`config.mk`:
```
export PLATFORM = sky130hd
export DESIGN_NAME = sub_exec_unit
export DESIGN_NICKNAME = d
export VERILOG_FILES = /design/src/shared/subx_pkg.sv /design/src/hdl/sub_exec_unit.sv /design/src/hdl/cond_sub_step.sv /design/src/hdl/borrow_sub.sv
export SDC_FILE = /design/constraint.sdc
export NUM_CORES = 2
export LEC_CHECK = 0
export BUFFER_PORTS_ARGS = -buffer_cell sky130_fd_sc_hd__buf_2
export CORE_ASPECT_RATIO = 1.75
export CORE_MARGIN = 4
export CORE_UTILIZATION = 34
export DETAILED_ROUTE_END_ITERATION = 12
export HOLD_SLACK_MARGIN = 0.12
export PLACE_DENSITY_LB_ADDON = 0.25
export SLEW_MARGIN = 5
export SYNTH_ARGS = -nofsm -noshare
export SYNTH_HDL_FRONTEND = slang
export SYNTH_SLANG_ARGS = --single-unit
```
`constraint.sdc`:
```
create_clock -name pclk -period 9.4 [get_ports pclk]
set_input_delay 2.82 -clock pclk [delete_from_list [all_inputs] [get_ports pclk]]
set_output_delay 2.82 -clock pclk [all_outputs]
set_load 0.05 [all_outputs]
```
`src/shared/subx_pkg.sv`:
```
// Constants, encodings and carriers shared by the subtract execution unit
package subx_pkg;
  // Register byte offsets on the APB window
  localparam logic [7:0] ACC_OFS = 8'h00;
  localparam logic [7:0] P_OFS = 8'h04;
  localparam logic [7:0] OPND_OFS = 8'h08;
  localparam logic [7:0] INSTR_OFS = 8'h0C;
  localparam logic [7:0] STATUS_OFS = 8'h10;
  localparam logic [7:0] MODE_OFS = 8'h14;
  localparam logic [7:0] RPT_OFS = 8'h18;
  localparam logic [7:0] AUX_OFS = 8'h20;
  // Reset values
  localparam logic [31:0] ACC_RST = 32'h0000_0000;
  localparam logic [31:0] P_RST = 32'h0000_0000;
  localparam logic [31:0] OPND_RST = 32'h0000_0000;
  localparam logic [31:0] AUX_RST = 32'h0000_0000;
  localparam logic [15:0] RPT_RST = 16'h0000;
  localparam logic [5:0] OVC_RST = 6'h00;
  localparam logic MODE_RST = 1'b0;
  // Status register field positions
  localparam int ST_C_BIT = 0;
  localparam int ST_Z_BIT = 1;
  localparam int ST_N_BIT = 2;
  localparam int ST_V_BIT = 3;
  localparam int ST_OVC_LSB = 4;
  localparam int OVC_W = 6;
  localparam int ST_BUSY_BIT = 10;
  // Mode register field position
  localparam int MODE_SAT_BIT = 0;
  // Opcode encodings
  localparam logic [4:0] IMM_OP_HI = 5'h1B;
  localparam int IMM_MARK_BIT = 7;
  localparam int IMM_REG_LSB = 8;
  localparam logic [15:0] OP16_PAD = 16'h0000;
  localparam logic [7:0] COND16_OP = 8'h1F;
  localparam logic [23:0] COND32_OP = 24'h56_1700;
  localparam logic [23:0] BORROW_OP = 24'h56_5400;
  // Saturation limits
  localparam logic [31:0] MAX_POS = 32'h7FFF_FFFF;
  localparam logic [31:0] MAX_NEG = 32'h8000_0000;

  // Sequencer states
  typedef enum logic [0:0] {
    EXEC_IDLE = 1'b0,
    EXEC_RUN = 1'b1
  } exec_state_e;

  // Result of one arithmetic step
  typedef struct packed {
    logic [31:0] acc;
    logic [31:0] p;
    logic borrow;
    logic ovf;
    logic pos_ovf;
  } step_res_s;

  // Status flags as one group
  typedef struct packed {
    logic [5:0] ovc;
    logic v;
    logic n;
    logic z;
    logic c;
  } flags_s;
endpackage

```
`src/hdl/sub_exec_unit.sv`:
```
// Subtract and conditional-divide execution unit with APB registers
//
// What this block does
// - Pointer subtract: 3-bit register, 7-bit immediate
// - Pointer minus zero-extended immediate, flags untouched
// - Non-repeatable ops clear repeat count, run once
// - Borrow subtract sets zero and negative
// - Old carry used; borrow clears, else sets
// - Overflow flag sets, never cleared by hardware
// - Counter tracks overflow direction unless saturating
// - 16-bit step: shift, compare, subtract plus one
// - 16-bit step flags from final sum
// - 16-bit step carry from temporary borrow
// - Single 16-bit step keeps overflow state
// - Sixteen steps leave remainder and quotient
// - 32-bit step works on sum:product pair
// - 32-bit step shifts pair, inserts quotient bit
// - 32-bit step flags final, overflow kept unless repeated
`timescale 1ns/1ps
`default_nettype none
module sub_exec_unit (
  input wire logic pclk,
  input wire logic presetn,
  input wire logic psel,
  input wire logic penable,
  input wire logic pwrite,
  input wire logic [7:0] paddr,
  input wire logic [31:0] pwdata,
  output logic [31:0] prdata,
  output logic pready,
  output logic pslverr
);
  // Architectural state
  logic [31:0] acc_reg;
  logic [31:0] p_reg;
  logic [31:0] opnd_reg;
  logic [31:0] aux_reg [8];
  subx_pkg::flags_s flags_reg;
  logic sat_reg;
  logic [15:0] rpt_cnt_reg;
  logic rpt_pend_reg;
  // Sequencer state
  subx_pkg::exec_state_e state_reg;
  logic wide_reg;
  logic rep_reg;
  // Read path state
  logic [31:0] prdata_reg;
  logic loaded_reg;

  // Next values
  logic [31:0] acc_next;
  logic [31:0] p_next;
  logic [31:0] aux_next [8];
  subx_pkg::flags_s flags_next;
  logic [15:0] rpt_cnt_next;
  logic rpt_pend_next;
  subx_pkg::exec_state_e state_next;

  // Address decode
  wire logic hit_acc = paddr == subx_pkg::ACC_OFS;
  wire logic hit_p = paddr == subx_pkg::P_OFS;
  wire logic hit_opnd = paddr == subx_pkg::OPND_OFS;
  wire logic hit_instr = paddr == subx_pkg::INSTR_OFS;
  wire logic hit_status = paddr == subx_pkg::STATUS_OFS;
  wire logic hit_mode = paddr == subx_pkg::MODE_OFS;
  wire logic hit_rpt = paddr == subx_pkg::RPT_OFS;
  wire logic hit_aux = (paddr[7:5] == subx_pkg::AUX_OFS[7:5]) &&
    (paddr[1:0] == 2'b00);
  wire logic [2:0] aux_idx = paddr[4:2];
  wire logic mapped = hit_acc | hit_p | hit_opnd | hit_instr |
    hit_status | hit_mode | hit_rpt | hit_aux;

  // Busy sequencer stalls every access until it is idle again
  wire logic run = state_reg == subx_pkg::EXEC_RUN;
  wire logic idle = state_reg == subx_pkg::EXEC_IDLE;
  assign pready = penable && idle && loaded_reg;
  assign pslverr = pready && !mapped;
  assign prdata = prdata_reg;
  wire logic done = psel && penable && pready;
  wire logic wr_en = done && pwrite && mapped;
  wire logic wr_status = wr_en && hit_status;
  wire logic wr_rpt = wr_en && hit_rpt;

  // Instruction decode on a write to the instruction register
  wire logic op_wr = wr_en && hit_instr;
  wire logic pad16 = pwdata[31:16] == subx_pkg::OP16_PAD;
  wire logic dec_imm = pad16 && pwdata[15:11] == subx_pkg::IMM_OP_HI &&
    pwdata[subx_pkg::IMM_MARK_BIT];
  wire logic dec_c16 = pad16 &&
    pwdata[15:8] == subx_pkg::COND16_OP;
  wire logic dec_c32 = pwdata[31:8] == subx_pkg::COND32_OP;
  wire logic dec_brw = pwdata[31:8] == subx_pkg::BORROW_OP;
  wire logic imm_do = op_wr && dec_imm;
  wire logic brw_do = op_wr && dec_brw;
  wire logic start_rep = op_wr && (dec_c16 || dec_c32);
  // Register select and immediate fields of the pointer form
  wire logic [2:0] imm_sel = pwdata[subx_pkg::IMM_REG_LSB +: 3];
  wire logic [6:0] imm_val = pwdata[6:0];

  // Arithmetic units
  subx_pkg::step_res_s step_res;
  subx_pkg::step_res_s brw_res;

  cond_sub_step u_step (
    .acc(acc_reg),
    .p(p_reg),
    .operand(opnd_reg),
    .wide(wide_reg),
    .res(step_res)
  );

  borrow_sub u_brw (
    .acc(acc_reg),
    .operand(opnd_reg),
    .carry(flags_reg.c),
    .sat(sat_reg),
    .res(brw_res)
  );

  // Sum register: borrow op, division step, or software write
  assign acc_next = brw_do ? brw_res.acc :
    run ? step_res.acc :
    (wr_en && hit_acc) ? pwdata : acc_reg;
  // Product register moves in the 32-bit step or on a software write
  assign p_next = run ? step_res.p :
    (wr_en && hit_p) ? pwdata : p_reg;

  // Flag events; step overflow counts only inside a repeated step run, borrow overflow always
  wire logic arith = brw_do || run;
  wire logic step_ovf = run && rep_reg && step_res.ovf;
  wire logic ovf_ev = (brw_do && brw_res.ovf) || step_ovf;
  wire logic ovf_pos = brw_do ? brw_res.pos_ovf : step_res.pos_ovf;
  wire logic cnt_ev = ovf_ev && !sat_reg;
  wire logic [5:0] ovc_step = ovf_pos ? flags_reg.ovc + 6'h01 :
    flags_reg.ovc - 6'h01;
  wire logic new_c = brw_do ? ~brw_res.borrow :
    ~step_res.borrow;

  // Hardware events win over a software status write
  assign flags_next.c = arith ? new_c :
    wr_status ? pwdata[subx_pkg::ST_C_BIT] : flags_reg.c;
  assign flags_next.z = arith ? (acc_next == 32'h0000_0000) :
    wr_status ? pwdata[subx_pkg::ST_Z_BIT] : flags_reg.z;
  assign flags_next.n = arith ? acc_next[31] :
    wr_status ? pwdata[subx_pkg::ST_N_BIT] : flags_reg.n;
  assign flags_next.v = ovf_ev ? 1'b1 :
    wr_status ? pwdata[subx_pkg::ST_V_BIT] : flags_reg.v;
  assign flags_next.ovc = cnt_ev ? ovc_step :
    wr_status ? pwdata[subx_pkg::ST_OVC_LSB +: subx_pkg::OVC_W] :
    flags_reg.ovc;

  // Pointer registers, one per index
  genvar gi;
  generate
    for (gi = 0; gi < 8; gi++) begin : g_aux
      wire logic sel_imm = imm_do && (imm_sel == 3'(gi));
      wire logic sel_wr = wr_en && hit_aux && (aux_idx == 3'(gi));
      assign aux_next[gi] = sel_imm ?
        aux_reg[gi] - {25'h000_0000, imm_val} :
        sel_wr ? pwdata : aux_reg[gi];
      // Pointer storage
      always_ff @(posedge pclk or negedge presetn) begin
        if (!presetn) begin
          aux_reg[gi] <= subx_pkg::AUX_RST;
        end else begin
          aux_reg[gi] <= aux_next[gi];
        end
      end
    end
  endgenerate

  // Repeat counter doubles as the remaining-step counter
  wire logic last_step = run && rpt_cnt_reg == 16'h0000;
  assign rpt_cnt_next = wr_rpt ? pwdata[15:0] :
    (imm_do || brw_do) ? 16'h0000 :
    start_rep ? (rpt_pend_reg ? rpt_cnt_reg : 16'h0000) :
    (run && !last_step) ? rpt_cnt_reg - 16'h0001 : rpt_cnt_reg;
  assign rpt_pend_next = wr_rpt ? 1'b1 :
    (imm_do || brw_do || start_rep) ? 1'b0 : rpt_pend_reg;
  assign state_next = start_rep ? subx_pkg::EXEC_RUN :
    last_step ? subx_pkg::EXEC_IDLE : state_reg;

  // Read mux, sampled into a flop while idle
  wire logic [31:0] status_rd = {21'h00_0000, run, flags_reg.ovc,
    flags_reg.v, flags_reg.n, flags_reg.z, flags_reg.c};
  wire logic [31:0] rd_mux = hit_acc ? acc_reg :
    hit_p ? p_reg :
    hit_opnd ? opnd_reg :
    hit_status ? status_rd :
    hit_mode ? {31'h0000_0000, sat_reg} :
    hit_rpt ? {16'h0000, rpt_cnt_reg} :
    hit_aux ? aux_reg[aux_idx] : 32'h0000_0000;

  // Datapath registers
  always_ff @(posedge pclk or negedge presetn) begin
    if (!presetn) begin
      acc_reg <= subx_pkg::ACC_RST;
      p_reg <= subx_pkg::P_RST;
      opnd_reg <= subx_pkg::OPND_RST;
      flags_reg <= {subx_pkg::OVC_RST, 4'h0};
    end else begin
      acc_reg <= acc_next;
      p_reg <= p_next;
      opnd_reg <= (wr_en && hit_opnd) ? pwdata : opnd_reg;
      flags_reg <= flags_next;
    end
  end

  // Mode, repeat and sequencer registers
  always_ff @(posedge pclk or negedge presetn) begin
    if (!presetn) begin
      sat_reg <= subx_pkg::MODE_RST;
      rpt_cnt_reg <= subx_pkg::RPT_RST;
      rpt_pend_reg <= 1'b0;
      state_reg <= subx_pkg::EXEC_IDLE;
      wide_reg <= 1'b0;
      rep_reg <= 1'b0;
    end else begin
      sat_reg <= (wr_en && hit_mode) ? pwdata[subx_pkg::MODE_SAT_BIT] :
        sat_reg;
      rpt_cnt_reg <= rpt_cnt_next;
      rpt_pend_reg <= rpt_pend_next;
      state_reg <= state_next;
      wide_reg <= start_rep ? dec_c32 : wide_reg;
      rep_reg <= start_rep ? rpt_pend_reg : rep_reg;
    end
  end

  // Read data sampled each idle cycle with psel; loaded flag cleared when the transfer completes
  always_ff @(posedge pclk or negedge presetn) begin
    if (!presetn) begin
      prdata_reg <= 32'h0000_0000;
      loaded_reg <= 1'b0;
    end else begin
      prdata_reg <= (psel && idle) ? rd_mux : prdata_reg;
      loaded_reg <= psel && idle && !done;
    end
  end

  logic [31:0] imm_old;
  assign imm_old = aux_reg[imm_sel];
endmodule
`default_nettype wire

```
`src/hdl/cond_sub_step.sv`:
```
// One conditional-subtract division step, 16-bit or 32-bit form
`timescale 1ns/1ps
`default_nettype none
module cond_sub_step (
  input wire logic [31:0] acc,
  input wire logic [31:0] p,
  input wire logic [31:0] operand,
  input wire logic wide,
  output subx_pkg::step_res_s res
);
  // Extra top bit turns the 33-bit temporary's sign into a borrow
  logic [33:0] diff16;
  logic [33:0] diff32;
  logic borrow;
  logic [31:0] acc16;
  logic [31:0] acc32;
  logic [31:0] p32;

  // Sum shifted left minus divisor placed in the upper half
  assign diff16 = {1'b0, acc, 1'b0} - {2'b00, operand[15:0], 16'h0000};
  // Pair shifted left minus full-width divisor
  assign diff32 = {1'b0, acc, p[31]} - {2'b00, operand};
  assign borrow = wide ? diff32[33] : diff16[33];
  // Quotient bit lands in bit 0 on success
  // Sixteen of these leave remainder high, quotient low
  assign acc16 = borrow ? {acc[30:0], 1'b0} : diff16[31:0] + 32'h0000_0001;
  assign acc32 = borrow ? {acc[30:0], p[31]} : diff32[31:0];
  assign p32 = borrow ? {p[30:0], 1'b0} : {p[30:0], 1'b1};

  // Shift of the sum loses its sign when bits 31 and 30 differ
  assign res.acc = wide ? acc32 : acc16;
  assign res.p = wide ? p32 : p;
  assign res.borrow = borrow;
  assign res.ovf = acc[31] ^ acc[30];
  assign res.pos_ovf = ~acc[31];
endmodule
`default_nettype wire

```
`src/hdl/borrow_sub.sv`:
```
// 32-bit subtract with inverse borrow and optional saturation
`timescale 1ns/1ps
`default_nettype none
module borrow_sub (
  input wire logic [31:0] acc,
  input wire logic [31:0] operand,
  input wire logic carry,
  input wire logic sat,
  output subx_pkg::step_res_s res
);
  logic [32:0] diff;
  logic [31:0] raw;
  logic ovf;

  // Old carry low means one extra to take away
  assign diff = {1'b0, acc} - {1'b0, operand} - {32'h0000_0000, ~carry};
  assign raw = diff[31:0];
  // Overflow only when operand signs differ and result flips sign
  assign ovf = (acc[31] != operand[31]) && (raw[31] != acc[31]);

  // Clamp toward the side the true result lies on
  assign res.acc = (sat && ovf) ?
    (acc[31] ? subx_pkg::MAX_NEG : subx_pkg::MAX_POS) : raw;
  assign res.p = 32'h0000_0000;
  assign res.borrow = diff[32];
  assign res.ovf = ovf;
  assign res.pos_ovf = ~acc[31];
endmodule
`default_nettype wire

```
======== After elaboration in Yosys (flattened, before gate mapping) ========
Cells that the tools add are included.
storage, ports and cells
  flip-flop bits (word level) ............. 416
  word-level logic and storage cells ...... 224
  input bits .............................. 45
  output and inout port bits .............. 34
cells by class
  bitwise gates (word level) .............. 13
  reduce and logical (&&, ||, !) cells .... 81
  order comparisons ....................... 1
  equal/unequal tests ..................... 29
  multiplexer cells ....................... 60
  add/subtract/negate cells ............... 16
operators by type and width
  kind                   number
  $mux 32                36
  $sub 32x7->32          8
  $bmux 32 s3            1
  $mux 16                5
  $sub 33x32->34         2
  $eq 24x23->1 const B   2
  $logic_and 1x1->1      48
  $sub 32x32->33         1
  $sub 33x1->33          1
  $add 32x1->32 const B  1
  $eq 8x5->1 const B     4
  $logic_not 16->1       2
  $logic_not 32->1       1
  $reduce_bool 2->1      14
  $eq 3x3->1 const B     8
  $mux 6                 3
  $eq 8x4->1 const B     2
  $sub 16x1->16 const B  1
  $mux 1                 15
  $eq 3x2->1 const B     4
  $eq 3x1->1 const B     3
  $eq 8x3->1 const B     1
  $logic_not 8->1        1
  $or 1x1->1             7
  16 further kinds       29

======== Logic depth before layout (Yosys ltp) ========
  depth after elaboration ................. 15
  depth in mapped cells ................... 18

======== Modules after synthesis ========
Synthesis repeated with hierarchy kept, for this count alone.
unflattened totals
  cell total of the unflattened synthesis .. 4105
  area total of the unflattened synthesis .. 33691.1 µm²
by module, submodules not included
  module         area an instance (µm²)  sequential area each (µm²)  instances  cells an instance
  sub_exec_unit  26805.7                 10410.0                     1          3117
  cond_sub_step  3878.7                  0.0                         1          556
  borrow_sub     3006.6                  0.0                         1          432

======== Worst setup path after synthesis ========
Ideal clock, no wire load.
  path type ............................... input port to output port
  start ................................... in paddr[2]
  end ..................................... out pslverr
  stages .................................. 7
  setup slack ............................. 506 ps
  path buffers ............................ 5
  data required time ...................... 6580 ps
  arrival ................................. 6074 ps
  cells stage by stage .................... clkbuf_1 buf_2 buf_2 clkbuf_1 clkbuf_1 nand4b_1 a211oi_1
between the ends
  longest elaborated chain between the ends .. 10
  elaborated cells between the ends (all ways) .. 16
  those cells by class .................... eq/ne (6); bitwise (7); reduce/logical (3)
RTL lines
  what                                           line                                      text
  from (decl)                                    sub_exec_unit.sv:27                       input wire logic [7:0] paddr,
  $eq 8x3->1 or $logic_not 8->1 (tied branches)  sub_exec_unit.sv:61, sub_exec_unit.sv:60
  $or 1x1->1 (4 in series)                       sub_exec_unit.sv:70                       wire logic mapped = hit_acc | hit_p | hit_opnd | hit_instr |
  $or 1x1->1                                     sub_exec_unit.sv:71                       hit_status | hit_mode | hit_rpt | hit_aux;
  $or 1x1->1 (*) (2 in series)                   sub_exec_unit.sv:71
  $logic_not 1->1 (*)                            sub_exec_unit.sv:77                       assign pslverr = pready && !mapped;
  $logic_and 1x1->1 (*)                          sub_exec_unit.sv:77
  to (decl)                                      sub_exec_unit.sv:31                       output logic pslverr
Every way passes the cells marked *; elsewhere a longest branch is shown, timed or not.

======== Worst setup path after layout ========
  start ................................... in paddr[4]
  end ..................................... out pslverr
Same word-level chain as after synthesis.

==> results.py <==
metrics = {
    "worst_setup_path": {
        "cp_slowest_cell": "buf_2",
        "cpMostUsedCell": "buf_2",
        "worst_setup_path_end_kind": "primary output",
        "criticalPathCategory": "input pin to primary output",
        "crit_arrival_ns": 4.50,
        "cp_max_fo": 29,
        "worstPathCellList": "buf_2 -> nand4b_1 -> a211oi_1 -> buf_4 -> buf_2",
        "required_ns": 6.58,
        "slowest_delay_ns": 0.66,
        "startpoint_type": "input pin",
    },
    "synthesis": {
        "ys_ff_latch": 416,
        "synth_ff_type": "dfrtp_1",
        "synth_nets": 4154,
        "yosys_warnings": 0,
        "synth_cells": 3925,
        "synth_edf_count": 0,
        "synthesis.area_um2": 32000,
        "synth-async-reset-ratio": 1.00,
        "ys_types": 93,
        "syn_avg_cell_area_um2": 8.15,
        "ys_seq_area_frac": 0.325,
    },
    "die": {
        "io-pin-count": 79,
        "die_h_um": 414,
        "dieArea_um2": 99300,
        "die_w_um": 240,
        "start_util": 0.344,
        "fp.coreArea_um2": 93100,
        "rows": 148,
    },
    "route": {
        "routed_wl_um": 145000,
        "vias_per_cell": 6.17,
        "wl_met3_um": 6690,
        "drc_errors": 0,
        "num_vias": 31800,
        "wl_per_cell_um": 28.1,
        "wl_met2_um": 74300,
        "wl_met1_um": 46500,
        "initialDrtViolationCount": 2620,
        "ant_nets": 0,
        "highest_layer": "met4",
        "dr.pass1.iters": 8,
    },
    "sta": {
        "final.setup.tns_ns": 0,
        "fmax_ghz": 0.137,
        "finalCriticalPeriod_ns": 7.32,
        "finalHoldViolations": 0,
        "skew_ns": 0.0223,
        "holdWs_ns": 0.474,
        "rsz0062_at_grt": "false",
        "setup_viol": 0,
        "drv_slew": 0,
        "min_period_over_period": 0.778,
        "worstMarginPinSlew_ns": 1.38,
        "slew_headroom": 0.0731,
    },
    "global_route": {
        "antenna_found_initial": 1,
        "track_usage": 0.286,
        "grt_overflow": 0,
        "grt_max_degree": 156,
        "grt_pass1_wl_um": 210000,
        "grt_pass1_vias": 32300,
    },
    "clock_network": {
        "ctsResizeCount": 0,
        "clockBufferDepth": 3,
        "numCtsBuffers": 44,
        "cts_tree": "built",
        "insertion_delay_ns": 0.63,
        "holdBufCountCts": 0,
        "clock-root-buffer": "clkbuf_16",
        "clk_pin_slew_ns": 0.07,
        "post_cts_buffers": 0,
        "numClockSinks": 416,
        "htreeDepth": 2,
    },
    "pwr": {
        "vdd_drop_max_uv": 127,
        "p_per_area_nw_per_um2": 111,
        "power_frac_seq": 0.460,
        "clkPwrFrac": 0.471,
        "p_comb_frac": 0.069,
        "internal_power_mw": 2.86,
        "p_leak_nw": 15.9,
        "switching_share": 0.272,
        "finalPower_mw": 3.93,
        "switching_power_mw": 1.07,
    },
    "placed_design": {
        "routabilityCongestion": 0.970,
        "dpl.hpwl_um": 112000,
        "port_buffers": 78,
    },
    "cells_and_area": {
        "fillers": 9664,
        "fin_nets": 4153,
        "syn_to_final_growth_pct": 10.1,
        "drive_gt1_frac": 0.0950,
        "largest_reg_flops": 256,
        "multi_input_area_um2": 20000,
        "seq_area_um2": 10400,
    },
    "status": {
        "status": "complete, no violations",
    },
    "worst_hold_path": {
        "worstHoldPathType": "register to register",
    },
    "job": {
        "cap_viol_max_count": 0,
    },
}
critical path: cells and delay by family:
kind / cells / cell delay [ns]
AOI/OAI and AO/OA: 1 / 0.30
and+or+nand+nor: 1 / 0.18
buffers and inverters: 3 / 1.13
per-layer routing:
layer | GRT usage | up-vias
met3 | 0.0329 | 625
met1 | 0.269 | 15600
met2 | 0.524 | 1323
met5 | 0 | -
li1 | - | 14300
met4 | 0.276 | 0
cell usage in the layout, fill, tap and decap left out, types with 47 or more instances in the layout:
| master | Yosys | layout |
|---|---|---|
| or3_1 | 64 | 64 |
| mux2i_1 | 93 | 93 |
| ha_1 | 171 | 171 |
| nor2_1 | 375 | 371 |
| xnor2_1 | 51 | 51 |
| buf_4 | 0 | 81 |
| mux4_2 | 64 | 64 |
| a21o_1 | 47 | 47 |
| a21oi_1 | 304 | 304 |
| inv_1 | 222 | 222 |
| o21ai_0 | 304 | 303 |
| o211ai_1 | 118 | 118 |
| nand2_1 | 511 | 511 |
| nor4_1 | 47 | 47 |
| dfrtp_1 | 416 | 415 |
| buf_2 | 9 | 75 |
| nand3_1 | 139 | 139 |
| nor3_1 | 118 | 114 |
through the flow:
| step | area [um2] | std cells | util | worst slack [ns] |
|---|---|---|---|---|
| 6_report | 35200 | 5159 | 0.378 | 2.08 |
| 5_1_grt | 35200 | 5157 | 0.378 | 2.01 |
| 4_1_cts | 35200 | 5157 | 0.378 | 2.08 |
| 3_5_place_dp | 33800 | 5078 | 0.363 | 1.88 |
| 3_3_place_gp | 33800 | 5078 | 0.363 | 1.93 |
| 2_1_floorplan | 32000 | 3925 | - | 0.506 |
kinds of logic after synthesis:
family / Yosys count / share of synthesized area
AO/OA/AOI/OAI: 1136 / 0.224
XOR/XNOR: 82 / 0.0224
adder cells (fa/ha/maj): 184 / 0.0750
buffers and inverters: 429 / 0.0509
flip-flops: 416 / 0.325
multiplexers: 176 / 0.0808
AND/OR/NAND/NOR: 1502 / 0.221
Yosys cell counts (all sizes together) (9+ instances only):
library cell,count,share of area
a22oi,34,0.0080
o21bai,13,0.0030
o211ai,119,0.028
a31oi,33,0.0065
or3,68,0.014
nand3,140,0.022
nor4,51,0.012
mux2,19,0.0067
nand4,24,0.0047
inv,222,0.026
ha,171,0.067
dfrtp,416,0.33
a221oi,19,0.0052
buf,25,0.0035
a211oi,34,0.0080
xnor2,51,0.014
a222oi,12,0.0038
nand3b,13,0.0030
nor3b,9,0.0021
and2,12,0.0023
mux4,64,0.045
xor2,31,0.0085
nor2b,39,0.0076
o21a,24,0.0056
or2,23,0.0045
and3,19,0.0037
nand2b,46,0.0090
a21boi,25,0.0059
nand2,512,0.060
a211o,11,0.0030
or4,29,0.0070
nor3,119,0.019
a221o,19,0.0059
o21ai,311,0.049
fa,13,0.0081
a21oi,304,0.048
o211a,9,0.0028
o22ai,37,0.0072
a21o,47,0.011
a311oi,9,0.0025
mux2i,93,0.029
nor2,377,0.045
clkbuf,181,0.021
power by group through the flow:
stage          Combinational [mW]  Clock [mW]  Sequential [mW]
2_1_floorplan               0.129           0             1.84
3_3_place_gp                0.267           0             1.84
3_5_place_dp                0.268           0             1.84
4_1_cts                     0.269        1.87             1.81
5_1_grt                     0.290        1.93             1.81
6_report                    0.270        1.85             1.81
cell type report:
| type | count | share of cell area |
|---|---|---|
| sequential | 416 | 0.296 |
| timing repair buffer | 159 | 0.0292 |
| inverter | 223 | 0.0238 |
| clock inverter | 15 | 0.00444 |
| antenna | 2 | 0.000142 |
| multi-input combinational | 3080 | 0.569 |
| clock buffer | 64 | 0.0357 |
| tap | 1200 | 0.0426 |
path summary, 6_finish.rpt:
path / from / depth (start not counted) / slack, ns / to
setup reg to reg: acc_reg[22] / 16 / 3.23 / flags_reg[1]
setup / recovery: paddr[4] / 5 / 2.08 / pslverr
max in group asynchronous: presetn / 2 / 5.60 / run
min in group asynchronous: presetn / 1 / 2.18 / opnd_reg[22]
hold / removal: prdata[9] / 2 / 0.47 / prdata[9]
hold reg to reg: prdata[9] / 2 / 0.47 / prdata[9]
No activity file was read; power rests on OpenSTA's default activity.
